## src/design/ilf_regs.svh

```systemverilog
// register codes, field positions and reset values of the input-limit block
`ifndef ILF_REGS_SVH
`define ILF_REGS_SVH
`define ILF_CODE_HIGH_WARN 8'h57
`define ILF_CODE_LOW_WARN 8'h58
`define ILF_CODE_LOW_FAULT 8'h59
`define ILF_CODE_FAULT_ACTION 8'h5a
`define ILF_RST_HIGH_WARN 16'h0000
`define ILF_RST_LOW_WARN 16'h0000
`define ILF_RST_LOW_FAULT 16'h0000
`define ILF_RST_FAULT_ACTION 8'h00
`define ILF_RESP_MSB 7
`define ILF_RESP_LSB 6
`define ILF_RETRY_MSB 5
`define ILF_RETRY_LSB 3
`define ILF_DELAY_MSB 2
`define ILF_DELAY_LSB 0
`define ILF_RETRY_NONE 3'h0
`define ILF_RETRY_FOREVER 3'h7
`endif

```

## src/design/ilf_pkg.sv

```systemverilog
// types shared by the input-limit fault response block
package ilf_pkg;
  typedef enum logic [1:0] {
    RESP_IGNORE = 2'h0,
    RESP_DELAY_RETRY = 2'h1,
    RESP_DISABLE_RETRY = 2'h2,
    RESP_DISABLE_RESUME = 2'h3
  } ilf_resp_t;

  typedef struct packed {
    ilf_resp_t resp;
    logic [2:0] retries;
    logic [2:0] delayCode;
  } ilf_action_t;

  typedef struct packed {
    logic wr;
    logic rd;
    logic [7:0] code;
    logic [15:0] data;
  } ilf_cmd_t;

  typedef struct packed {
    logic highWarn;
    logic lowWarn;
    logic lowFault;
    logic latchedOff;
  } ilf_status_t;

  // gray along run -> delay -> retry -> latch
  typedef enum logic [2:0] {
    ST_RUN = 3'h0,
    ST_DELAY = 3'h1,
    ST_RETRY = 3'h3,
    ST_LATCH = 3'h2,
    ST_HOLD = 3'h6
  } ilf_state_t;
endpackage

```

## src/design/ilf_delay_timer.sv

```systemverilog
// delay timer: 2**code time units, unit length given in core clock cycles
`timescale 1ns/100ps
module ilf_delay_timer (
  input wire logic core_clk, // device clock
  input wire logic rst_b, // async reset, active low
  input wire logic start, // restart the timer
  input wire logic stop, // abandon a running delay
  input wire logic [2:0] delayCode, // exponent of the unit count
  input wire logic [15:0] unitCycles, // clock cycles per time unit
  output logic done // one-cycle pulse at expiry
);
  logic [15:0] divCnt_q;
  logic [7:0] unitsLeft_q;
  logic running_q;
  logic unitTick;
  logic [15:0] divLast;

  // a zero unit length would wrap to 65536 cycles, so treat it as one cycle
  assign divLast = (unitCycles == 16'h0000) ? 16'h0000 : unitCycles - 16'h0001;
  assign unitTick = running_q && (divCnt_q == divLast);
  assign done = unitTick && (unitsLeft_q == 8'h01);

  always_ff @(posedge core_clk or negedge rst_b) begin
    if (!rst_b) begin
      divCnt_q <= 16'h0000;
    end else if (start || unitTick) begin
      divCnt_q <= 16'h0000;
    end else if (running_q) begin
      divCnt_q <= divCnt_q + 16'h0001;
    end
  end

  always_ff @(posedge core_clk or negedge rst_b) begin
    if (!rst_b) begin
      unitsLeft_q <= 8'h00;
      running_q <= 1'b0;
    end else if (start) begin
      unitsLeft_q <= 8'h01 << delayCode;
      running_q <= 1'b1;
    end else if (stop || done) begin
      running_q <= 1'b0;
    end else if (unitTick) begin
      unitsLeft_q <= unitsLeft_q - 8'h01;
    end
  end
endmodule

```

## src/design/ilf_top.sv

```systemverilog
// input voltage limits and under-voltage fault response
//
// Summary of operation
// The high input warning threshold is a 16-bit register the host writes and reads back.
// The low input warning threshold serves both as low warning level and as ratio regulation threshold.
// The ratio regulation threshold only acts while the special-options enable is set.
// An input below the 16-bit low fault threshold is the fault that the action byte handles.
// Response 00 keeps the output running through the fault.
// Response 01 runs on for the delay and then applies the retry field if the fault remains.
// Response 10 disables the output at once and then applies the retry field.
// Response 11 holds the output off while the fault lasts and re-enables it after.
// Retry field 000 makes no restart and keeps the output off until the fault is cleared.
// Retry codes 1 to 6 allow that many restarts, after which the output stays off until cleared.
// Retry code 7 retries without limit until commanded off or another fault shuts down.
// The delay field gives two to the power of its value in time units, 1 to 128.
// The decoded delay is both the run-on time and the restart interval, scaled by the unit length.
// Crossing either warning threshold raises a status flag and never changes the output.
// Restart attempts start one delay apart and are counted against the retry field.
`timescale 1ns/100ps
`include "ilf_regs.svh"
module ilf_top (
  input wire logic core_clk, // 20 MHz device clock
  input wire logic rst_b, // async reset, active low
  input wire ilf_pkg::ilf_cmd_t cmd, // command-register access from the bus engine
  output logic [15:0] rdData, // read data, valid with rdValid
  output logic rdValid, // read answer pulse
  output logic cmdUnknown, // pulse: access to an unhandled code
  input wire logic [15:0] vinSample, // input voltage reading, same scale as thresholds
  input wire logic vinValid, // new reading strobe
  input wire logic ratioRegEnable, // special-options enable for ratio regulation
  input wire logic [15:0] delayUnitCycles, // length of one delay time unit in clocks
  input wire logic ctrlOffPin, // asynchronous control pin, high commands off
  input wire logic operationOff, // operation command off, same clock
  input wire logic otherFault, // another fault has shut the unit down
  output logic outEnable, // output stage enable
  output logic ratioRegActive, // input below ratio regulation threshold
  output ilf_pkg::ilf_status_t status // live status flags
);
  logic [15:0] highWarn_q;
  logic [15:0] lowWarn_q;
  logic [15:0] lowFault_q;
  ilf_pkg::ilf_action_t action_q;
  ilf_pkg::ilf_state_t state_q;
  logic [2:0] attempts_q;
  logic ctrlMeta_q;
  logic ctrlSync_q;
  logic uvFault_q;
  logic highWarnFlag_q;
  logic lowWarnFlag_q;
  logic ratioReg_q;
  logic offReq;
  logic timerStart;
  logic timerStop;
  logic timerDone;
  logic retryEntry;
  logic known;

  assign known = (cmd.code == `ILF_CODE_HIGH_WARN) || (cmd.code == `ILF_CODE_LOW_WARN) ||
                 (cmd.code == `ILF_CODE_LOW_FAULT) || (cmd.code == `ILF_CODE_FAULT_ACTION);

  always_ff @(posedge core_clk or negedge rst_b) begin
    if (!rst_b) begin
      highWarn_q <= `ILF_RST_HIGH_WARN;
      lowWarn_q <= `ILF_RST_LOW_WARN;
      lowFault_q <= `ILF_RST_LOW_FAULT;
      action_q <= `ILF_RST_FAULT_ACTION;
    end else if (cmd.wr) begin
      unique case (cmd.code)
        `ILF_CODE_HIGH_WARN: highWarn_q <= cmd.data;
        `ILF_CODE_LOW_WARN: lowWarn_q <= cmd.data;
        `ILF_CODE_LOW_FAULT: lowFault_q <= cmd.data;
        `ILF_CODE_FAULT_ACTION: action_q <= cmd.data[7:0];
        default: ;
      endcase
    end
  end

  always_ff @(posedge core_clk or negedge rst_b) begin
    if (!rst_b) begin
      rdData <= 16'h0000;
      rdValid <= 1'b0;
      cmdUnknown <= 1'b0;
    end else begin
      rdValid <= cmd.rd && known;
      cmdUnknown <= (cmd.rd || cmd.wr) && !known;
      if (cmd.rd) begin
        unique case (cmd.code)
          `ILF_CODE_HIGH_WARN: rdData <= highWarn_q;
          `ILF_CODE_LOW_WARN: rdData <= lowWarn_q;
          `ILF_CODE_LOW_FAULT: rdData <= lowFault_q;
          `ILF_CODE_FAULT_ACTION: rdData <= {8'h00, action_q};
          default: rdData <= 16'h0000;
        endcase
      end
    end
  end

  // pin comes from outside the clock domain
  always_ff @(posedge core_clk or negedge rst_b) begin
    if (!rst_b) begin
      ctrlMeta_q <= 1'b0;
      ctrlSync_q <= 1'b0;
    end else begin
      ctrlMeta_q <= ctrlOffPin;
      ctrlSync_q <= ctrlMeta_q;
    end
  end
  assign offReq = ctrlSync_q || operationOff;

  // comparisons are registered per sample so the flags hold between readings
  always_ff @(posedge core_clk or negedge rst_b) begin
    if (!rst_b) begin
      uvFault_q <= 1'b0;
      highWarnFlag_q <= 1'b0;
      lowWarnFlag_q <= 1'b0;
      ratioReg_q <= 1'b0;
    end else if (vinValid) begin
      uvFault_q <= vinSample < lowFault_q;
      highWarnFlag_q <= vinSample > highWarn_q;
      lowWarnFlag_q <= vinSample < lowWarn_q;
      ratioReg_q <= ratioRegEnable && (vinSample < lowWarn_q);
    end
  end
  assign ratioRegActive = ratioReg_q && ratioRegEnable;

  // entering retry handling after a disable: no retries means latch off
  assign retryEntry = (state_q == ilf_pkg::ST_RUN && uvFault_q && action_q.resp == ilf_pkg::RESP_DISABLE_RETRY) ||
                      (state_q == ilf_pkg::ST_DELAY && uvFault_q && timerDone);
  assign timerStart = (state_q == ilf_pkg::ST_RUN && uvFault_q && action_q.resp == ilf_pkg::RESP_DELAY_RETRY) ||
                      (retryEntry && action_q.retries != `ILF_RETRY_NONE) ||
                      (state_q == ilf_pkg::ST_RETRY && timerDone && uvFault_q);
  assign timerStop = (state_q != ilf_pkg::ST_DELAY) && (state_q != ilf_pkg::ST_RETRY);

  ilf_delay_timer u_timer (
    .core_clk(core_clk),
    .rst_b(rst_b),
    .start(timerStart),
    .stop(timerStop),
    .delayCode(action_q.delayCode),
    .unitCycles(delayUnitCycles),
    .done(timerDone)
  );

  always_ff @(posedge core_clk or negedge rst_b) begin
    if (!rst_b) begin
      state_q <= ilf_pkg::ST_RUN;
    end else begin
      unique case (state_q)
        ilf_pkg::ST_RUN: begin
          if (uvFault_q) begin
            unique case (action_q.resp)
              ilf_pkg::RESP_IGNORE: state_q <= ilf_pkg::ST_RUN;
              ilf_pkg::RESP_DELAY_RETRY: state_q <= ilf_pkg::ST_DELAY;
              ilf_pkg::RESP_DISABLE_RETRY: begin
                state_q <= (action_q.retries == `ILF_RETRY_NONE) ? ilf_pkg::ST_LATCH : ilf_pkg::ST_RETRY;
              end
              ilf_pkg::RESP_DISABLE_RESUME: state_q <= ilf_pkg::ST_HOLD;
            endcase
          end
        end
        ilf_pkg::ST_DELAY: begin
          if (!uvFault_q) begin
            state_q <= ilf_pkg::ST_RUN;
          end else if (timerDone) begin
            state_q <= (action_q.retries == `ILF_RETRY_NONE) ? ilf_pkg::ST_LATCH : ilf_pkg::ST_RETRY;
          end
        end
        ilf_pkg::ST_RETRY: begin
          if (otherFault) begin
            state_q <= ilf_pkg::ST_LATCH;
          end else if (offReq) begin
            state_q <= ilf_pkg::ST_RUN;
          end else if (timerDone) begin
            if (!uvFault_q) begin
              state_q <= ilf_pkg::ST_RUN;
            end else if (action_q.retries != `ILF_RETRY_FOREVER && attempts_q + 3'h1 >= action_q.retries) begin
              state_q <= ilf_pkg::ST_LATCH;
            end
          end
        end
        // cleared by commanding the unit off once the input is good again
        ilf_pkg::ST_LATCH: begin
          if (offReq && !uvFault_q) begin
            state_q <= ilf_pkg::ST_RUN;
          end
        end
        ilf_pkg::ST_HOLD: begin
          if (!uvFault_q) begin
            state_q <= ilf_pkg::ST_RUN;
          end
        end
        default: state_q <= ilf_pkg::ST_LATCH;
      endcase
    end
  end

  always_ff @(posedge core_clk or negedge rst_b) begin
    if (!rst_b) begin
      attempts_q <= 3'h0;
    end else if (retryEntry) begin
      attempts_q <= 3'h0;
    end else if (state_q == ilf_pkg::ST_RETRY && timerDone && attempts_q != 3'h7) begin
      attempts_q <= attempts_q + 3'h1;
    end
  end

  // warnings never enter here, so they cannot touch the output
  assign outEnable = ((state_q == ilf_pkg::ST_RUN) || (state_q == ilf_pkg::ST_DELAY)) && !offReq;
  assign status = '{highWarn: highWarnFlag_q, lowWarn: lowWarnFlag_q, lowFault: uvFault_q,
                    latchedOff: state_q == ilf_pkg::ST_LATCH};

  property p_rdback;
    @(posedge core_clk) disable iff (!rst_b)
      cmd.wr && cmd.code == `ILF_CODE_HIGH_WARN |=> highWarn_q == $past(cmd.data);
  endproperty
  a_rdback: assert property (p_rdback) else $error("high warning write lost");

  property p_ratio;
    @(posedge core_clk) disable iff (!rst_b) ratioRegActive |-> ratioRegEnable && lowWarnFlag_q;
  endproperty
  a_ratio: assert property (p_ratio) else $error("ratio regulation active without enable");

  property p_ignore;
    @(posedge core_clk) disable iff (!rst_b)
      state_q == ilf_pkg::ST_RUN && action_q.resp == ilf_pkg::RESP_IGNORE && !offReq
      |-> outEnable ##1 state_q == ilf_pkg::ST_RUN;
  endproperty
  a_ignore: assert property (p_ignore) else $error("ignored fault interrupted output");

  property p_disable;
    @(posedge core_clk) disable iff (!rst_b)
      state_q == ilf_pkg::ST_RUN && uvFault_q && action_q.resp == ilf_pkg::RESP_DISABLE_RETRY |=> !outEnable;
  endproperty
  a_disable: assert property (p_disable) else $error("output not disabled on fault");

  property p_resume;
    @(posedge core_clk) disable iff (!rst_b)
      state_q == ilf_pkg::ST_HOLD && !uvFault_q && !offReq |=> outEnable;
  endproperty
  a_resume: assert property (p_resume) else $error("output not resumed after fault");

  property p_noretry;
    @(posedge core_clk) disable iff (!rst_b)
      retryEntry && action_q.retries == `ILF_RETRY_NONE |=> state_q == ilf_pkg::ST_LATCH;
  endproperty
  a_noretry: assert property (p_noretry) else $error("restart attempted with retries off");

  property p_limit;
    @(posedge core_clk) disable iff (!rst_b)
      state_q == ilf_pkg::ST_RETRY && timerDone && uvFault_q && !offReq && !otherFault &&
      action_q.retries != `ILF_RETRY_FOREVER && attempts_q + 3'h1 == action_q.retries |=> state_q == ilf_pkg::ST_LATCH;
  endproperty
  a_limit: assert property (p_limit) else $error("retry count exceeded");

  property p_forever;
    @(posedge core_clk) disable iff (!rst_b)
      state_q == ilf_pkg::ST_RETRY && action_q.retries == `ILF_RETRY_FOREVER && !offReq && !otherFault
      |=> state_q == ilf_pkg::ST_RETRY || state_q == ilf_pkg::ST_RUN;
  endproperty
  a_forever: assert property (p_forever) else $error("continuous retry stopped");

  // cycles since the last timer start, so the span is checked end to end
  logic [23:0] spanCnt_q;
  logic [15:0] unitLen;
  logic [23:0] spanLen;

  assign unitLen = (delayUnitCycles == 16'h0000) ? 16'h0001 : delayUnitCycles;
  assign spanLen = (24'h000001 << action_q.delayCode) * {8'h00, unitLen};

  always_ff @(posedge core_clk or negedge rst_b) begin
    if (!rst_b) begin
      spanCnt_q <= 24'h000000;
    end else if (timerStart) begin
      spanCnt_q <= 24'h000000;
    end else if (spanCnt_q != 24'hffffff) begin
      spanCnt_q <= spanCnt_q + 24'h000001;
    end
  end

  // assumes the unit length and action byte stay put while a delay runs
  property p_spacing;
    @(posedge core_clk) disable iff (!rst_b)
      timerDone && (state_q == ilf_pkg::ST_RETRY || state_q == ilf_pkg::ST_DELAY)
      |-> spanCnt_q == spanLen - 24'h000001;
  endproperty
  a_spacing: assert property (p_spacing) else $error("restart attempts not spaced by the delay");
endmodule

```

## config.mk

```make
export PLATFORM = sky130hd
export DESIGN_NAME = ilf_top
export DESIGN_NICKNAME = d
export VERILOG_FILES = /design/src/design/ilf_pkg.sv /design/src/design/ilf_delay_timer.sv /design/src/design/ilf_top.sv
export VERILOG_INCLUDE_DIRS = /design/src /design/src/design
export SDC_FILE = /design/constraint.sdc
export NUM_CORES = 1
export LEC_CHECK = 0
export ABC_AREA = 1
export BUFFER_PORTS_ARGS = -buffer_cell sky130_fd_sc_hd__buf_2
export CORE_MARGIN = 2
export CORE_UTILIZATION = 40
export DETAILED_ROUTE_END_ITERATION = 8
export SYNTH_ARGS = -nofsm -noshare
export SYNTH_HDL_FRONTEND = slang
export SYNTH_SLANG_ARGS = --single-unit
```

## constraint.sdc

```tcl
create_clock -name core_clk -period 2.3 [get_ports core_clk]
set_input_delay 0 -clock core_clk [delete_from_list [all_inputs] [get_ports core_clk]]
set_output_delay 0 -clock core_clk [all_outputs]
set_load 0.02 [all_outputs]
```

==> flow_summary.ini <==
[logic_synthesis]
synth-async-reset-ratio_pct = 100.0
synth_edf_count = 0
ys.flop_type = dfrtp_1
syn_avg_cell_area_um2 = 7.331
netlist_area_um2 = 7610
yosysTopAreaCellShare_pct = 36.50
netlist.top_cell.by_area = dfrtp_1
yosysUniqueCellTypes = 49
ys_top_cells_by_area = dfrtp_1, nand2_1, ha_1
seq_area_frac_synth_pct = 36.50
ys_warn_count = 0
postSynthCellCount = 1038
synth_seq_cells = 111
synth_nets = 1158

[route]
drt_wl_total_um = 20920
drtIter0Drc = 437
antenna_left = 0
vias_per_cell = 5.060
firstDrtPassIters = 6
post-route-drc-count = 0
wl_per_cell_um = 14.48
vias = 7312

[final_layout]
seq_area_um2 = 2778
syn_to_final_growth_pct = 23.73
num-fill-cells = 1860
drive_gt1_share_pct = 19.16
stdcell_area_um2 = 9415
nets = 1326
finish.utilization_pct = 50.33
layout_common_cells = nand2_1, inv_1, dfrtp_1
num_antenna_cells = 0
multi_input_area_um2 = 4205
layout_commonest_cell = nand2_1

[global_routing]
antenna_found_initial = 1
grt_start_max_net_pins = 50
grt_pass1_vias = 7068
track_usage_pct = 21.74
grt_pass1_wl_um = 34990
grt_overflow = 0

[timing]
fmax_mhz = 442.0
relSlewSlack_pct = 52.08
min_period_ns = 2.263
period_share_pct = 98.38
finalHoldViolCount = 0
slew_violations = 0
setup_viol = 0
tightest_slew_ns = 0.7188
rsz0062_at_grt = yes
finalClockSkew_ns = 0.007304

[die]
core_area_um2 = 18710
die_h_um = 141.9
dieArea_um2 = 20140
io_pins = 89
rows = 50
die_w_um = 141.9
start_util_pct = 40.68

[clock_tree]
numCtsBuffers = 9
cts.clk_slew.worst_paths_ns = 0.08
root_buffer = clkbuf_16
cts_tree = yes
clk_latency_ns = 0.36
h-tree-depth = 3
cts_buffer_depth = 2
clock-sinks = 111

[place]
io_buffer_count = 88
dpl_cell_area_um2 = 8775
dp_hpwl_um = 16200
finalWeightedCongestion = 0.8510

[power_and_ir_drop]
leakagePower_uw = 0.004769
ir_worst_vdd_uv = 414.2
p_per_area_nw_per_um2 = 686.7

[worst_setup_path]
worstPathArrival_ns = 2.56
worstSetupPathType = reg2reg
worstPathMaxFanout = 8
crit_required_ns = 2.60
critPathLaunchType = flip-flop
endpoint_kind = flip-flop

[hold_path]
hold_path.class = in2reg

[outcome]
status = finished clean

[flow_run]
maxCapViolCount = 0
## critical path: stages (launching register included)
cell	delay (ns)
dfrtp_1	0.39
ha_2	0.20
ha_4	0.23
ha_4	0.26
inv_2	0.03
nor2_2	0.08
o32ai_2	0.10
a221oi_2	0.24
buf_4	0.20
nand3_4	0.13
o211ai_4	0.18
nand2_1	0.11
nand2_1	0.07
## through the flow
stage	setup slack (ns)	total power [µW]	TNS, ns	cells	hold slack [ns]
6_report	0.03736	6465	0	1445	0.07327
5_1_grt	-0.09913	6961	-0.5868	1445	0.1453
4_1_cts	0.009903	6486	0	1445	0.06143
3_5_place_dp	-0.1949	4791	-3.604	1403	0.09534
3_3_place_gp	-0.1260	4757	-2.612	1403	0.09150
2_1_floorplan	0.01074	4035	0	1038	-0.2956
## flip-flops by register name, indices dropped and copies added (netlist names), 3 cells and up
| signal | cells |
|---|---|
| u_timer.divCnt_q | 16 |
| lowWarn_q | 16 |
| attempts_q | 3 |
| rdData | 16 |
| action_q | 8 |
| state_q | 3 |
| u_timer.unitsLeft_q | 8 |
| highWarn_q | 16 |
| lowFault_q | 16 |
## power breakdown
group / switching (µW) / total [µW] / internal [µW] / leakage [µW]
combinational: 1350 / 2360 / 1010 / 0.00318
clock: 799 / 1590 / 793 / 0.000148
sequential: 286 / 2510 / 2230 / 0.00144
total: 2430 / 6470 / 4030 / 0.00477
## synth_stat cells (3+ instances only)
cell type,count
a21oi_1,26
a221oi_1,6
buf_4,3
buf_6,4
clkbuf_1,18
dfrtp_1,111
ha_1,55
inv_1,155
nand2_1,283
nand2_2,4
nand3_1,58
nand3_2,6
nand4_1,17
nor2_1,66
nor2_2,19
nor2_4,5
nor3_1,25
nor4_1,3
o2111ai_1,10
o211ai_1,4
o21ai_0,97
o21bai_1,4
o22ai_1,8
xnor2_1,4
xor2_1,17
## cells by family (layout without fill, tap and decap cells)
kind of cell    Yosys count  in the layout  share of synthesized area (%)
compound gates          168            168                          12.78
xor+xnor                 21             21                          2.417
fa+ha+maj                55             55                          9.043
buf+inv                 185            356                          9.848
flops                   111            111                          36.50
simple gates            498            500                          29.41
## cell type report
cell class | instances | share of cell area [%]
clock inverter | 6 | 0.6645
timing repair buffer | 182 | 13.21
sequential | 111 | 29.50
inverter | 158 | 6.312
multi-input combinational | 744 | 44.66
tap | 234 | 3.110
clock buffer | 10 | 2.538
## final timing paths
kind                                                      end  cells after the start  slack, ns                 startpoint
max in group asynchronous           lowWarn_q[12]$_DFFE_PN0P_                      3       1.28                      rst_b
max                        u_timer.unitsLeft_q[3]$_DFFE_PN0P_                     12       0.04  attempts_q[1]$_DFFE_PN0P_
min in group asynchronous    u_timer.divCnt_q[13]$_DFFE_PN0P_                      2       0.21                      rst_b
min reg2reg                              ctrlSync_q$_DFF_PN0_                      0       0.36       ctrlMeta_q$_DFF_PN0_
max reg2reg                u_timer.unitsLeft_q[3]$_DFFE_PN0P_                     12       0.04  attempts_q[1]$_DFFE_PN0P_
min                                    state_q[1]$_DFFE_PN0P_                      5       0.07                 otherFault
## routing by layer
| metal | GRT usage [%] | part of all wire (%) | up-vias | wire length, µm |
|---|---|---|---|---|
| met5 | 0 | 0.062 | - | 13 |
| met4 | 5.737 | 1.4 | 2 | 301 |
| met3 | 3.802 | 4.7 | 36 | 983 |
| met2 | 34.34 | 45 | 198 | 9395 |
| met1 | 30.96 | 49 | 3360 | 10220 |
| li1 | - | - | 3716 | - |
## repair_timing
item | 4_1_cts | 5_1_grt
cloned | 2 | 0
setup buffers | 1 | 0
hold endpoints to repair | 108 | 0
resized for setup | 4 | 10
pin swaps | 4 | 10
hold buffers | 23 | 0
setup endpoints to repair | 8 | 27
No activity file was read; power rests on OpenSTA's default activity.
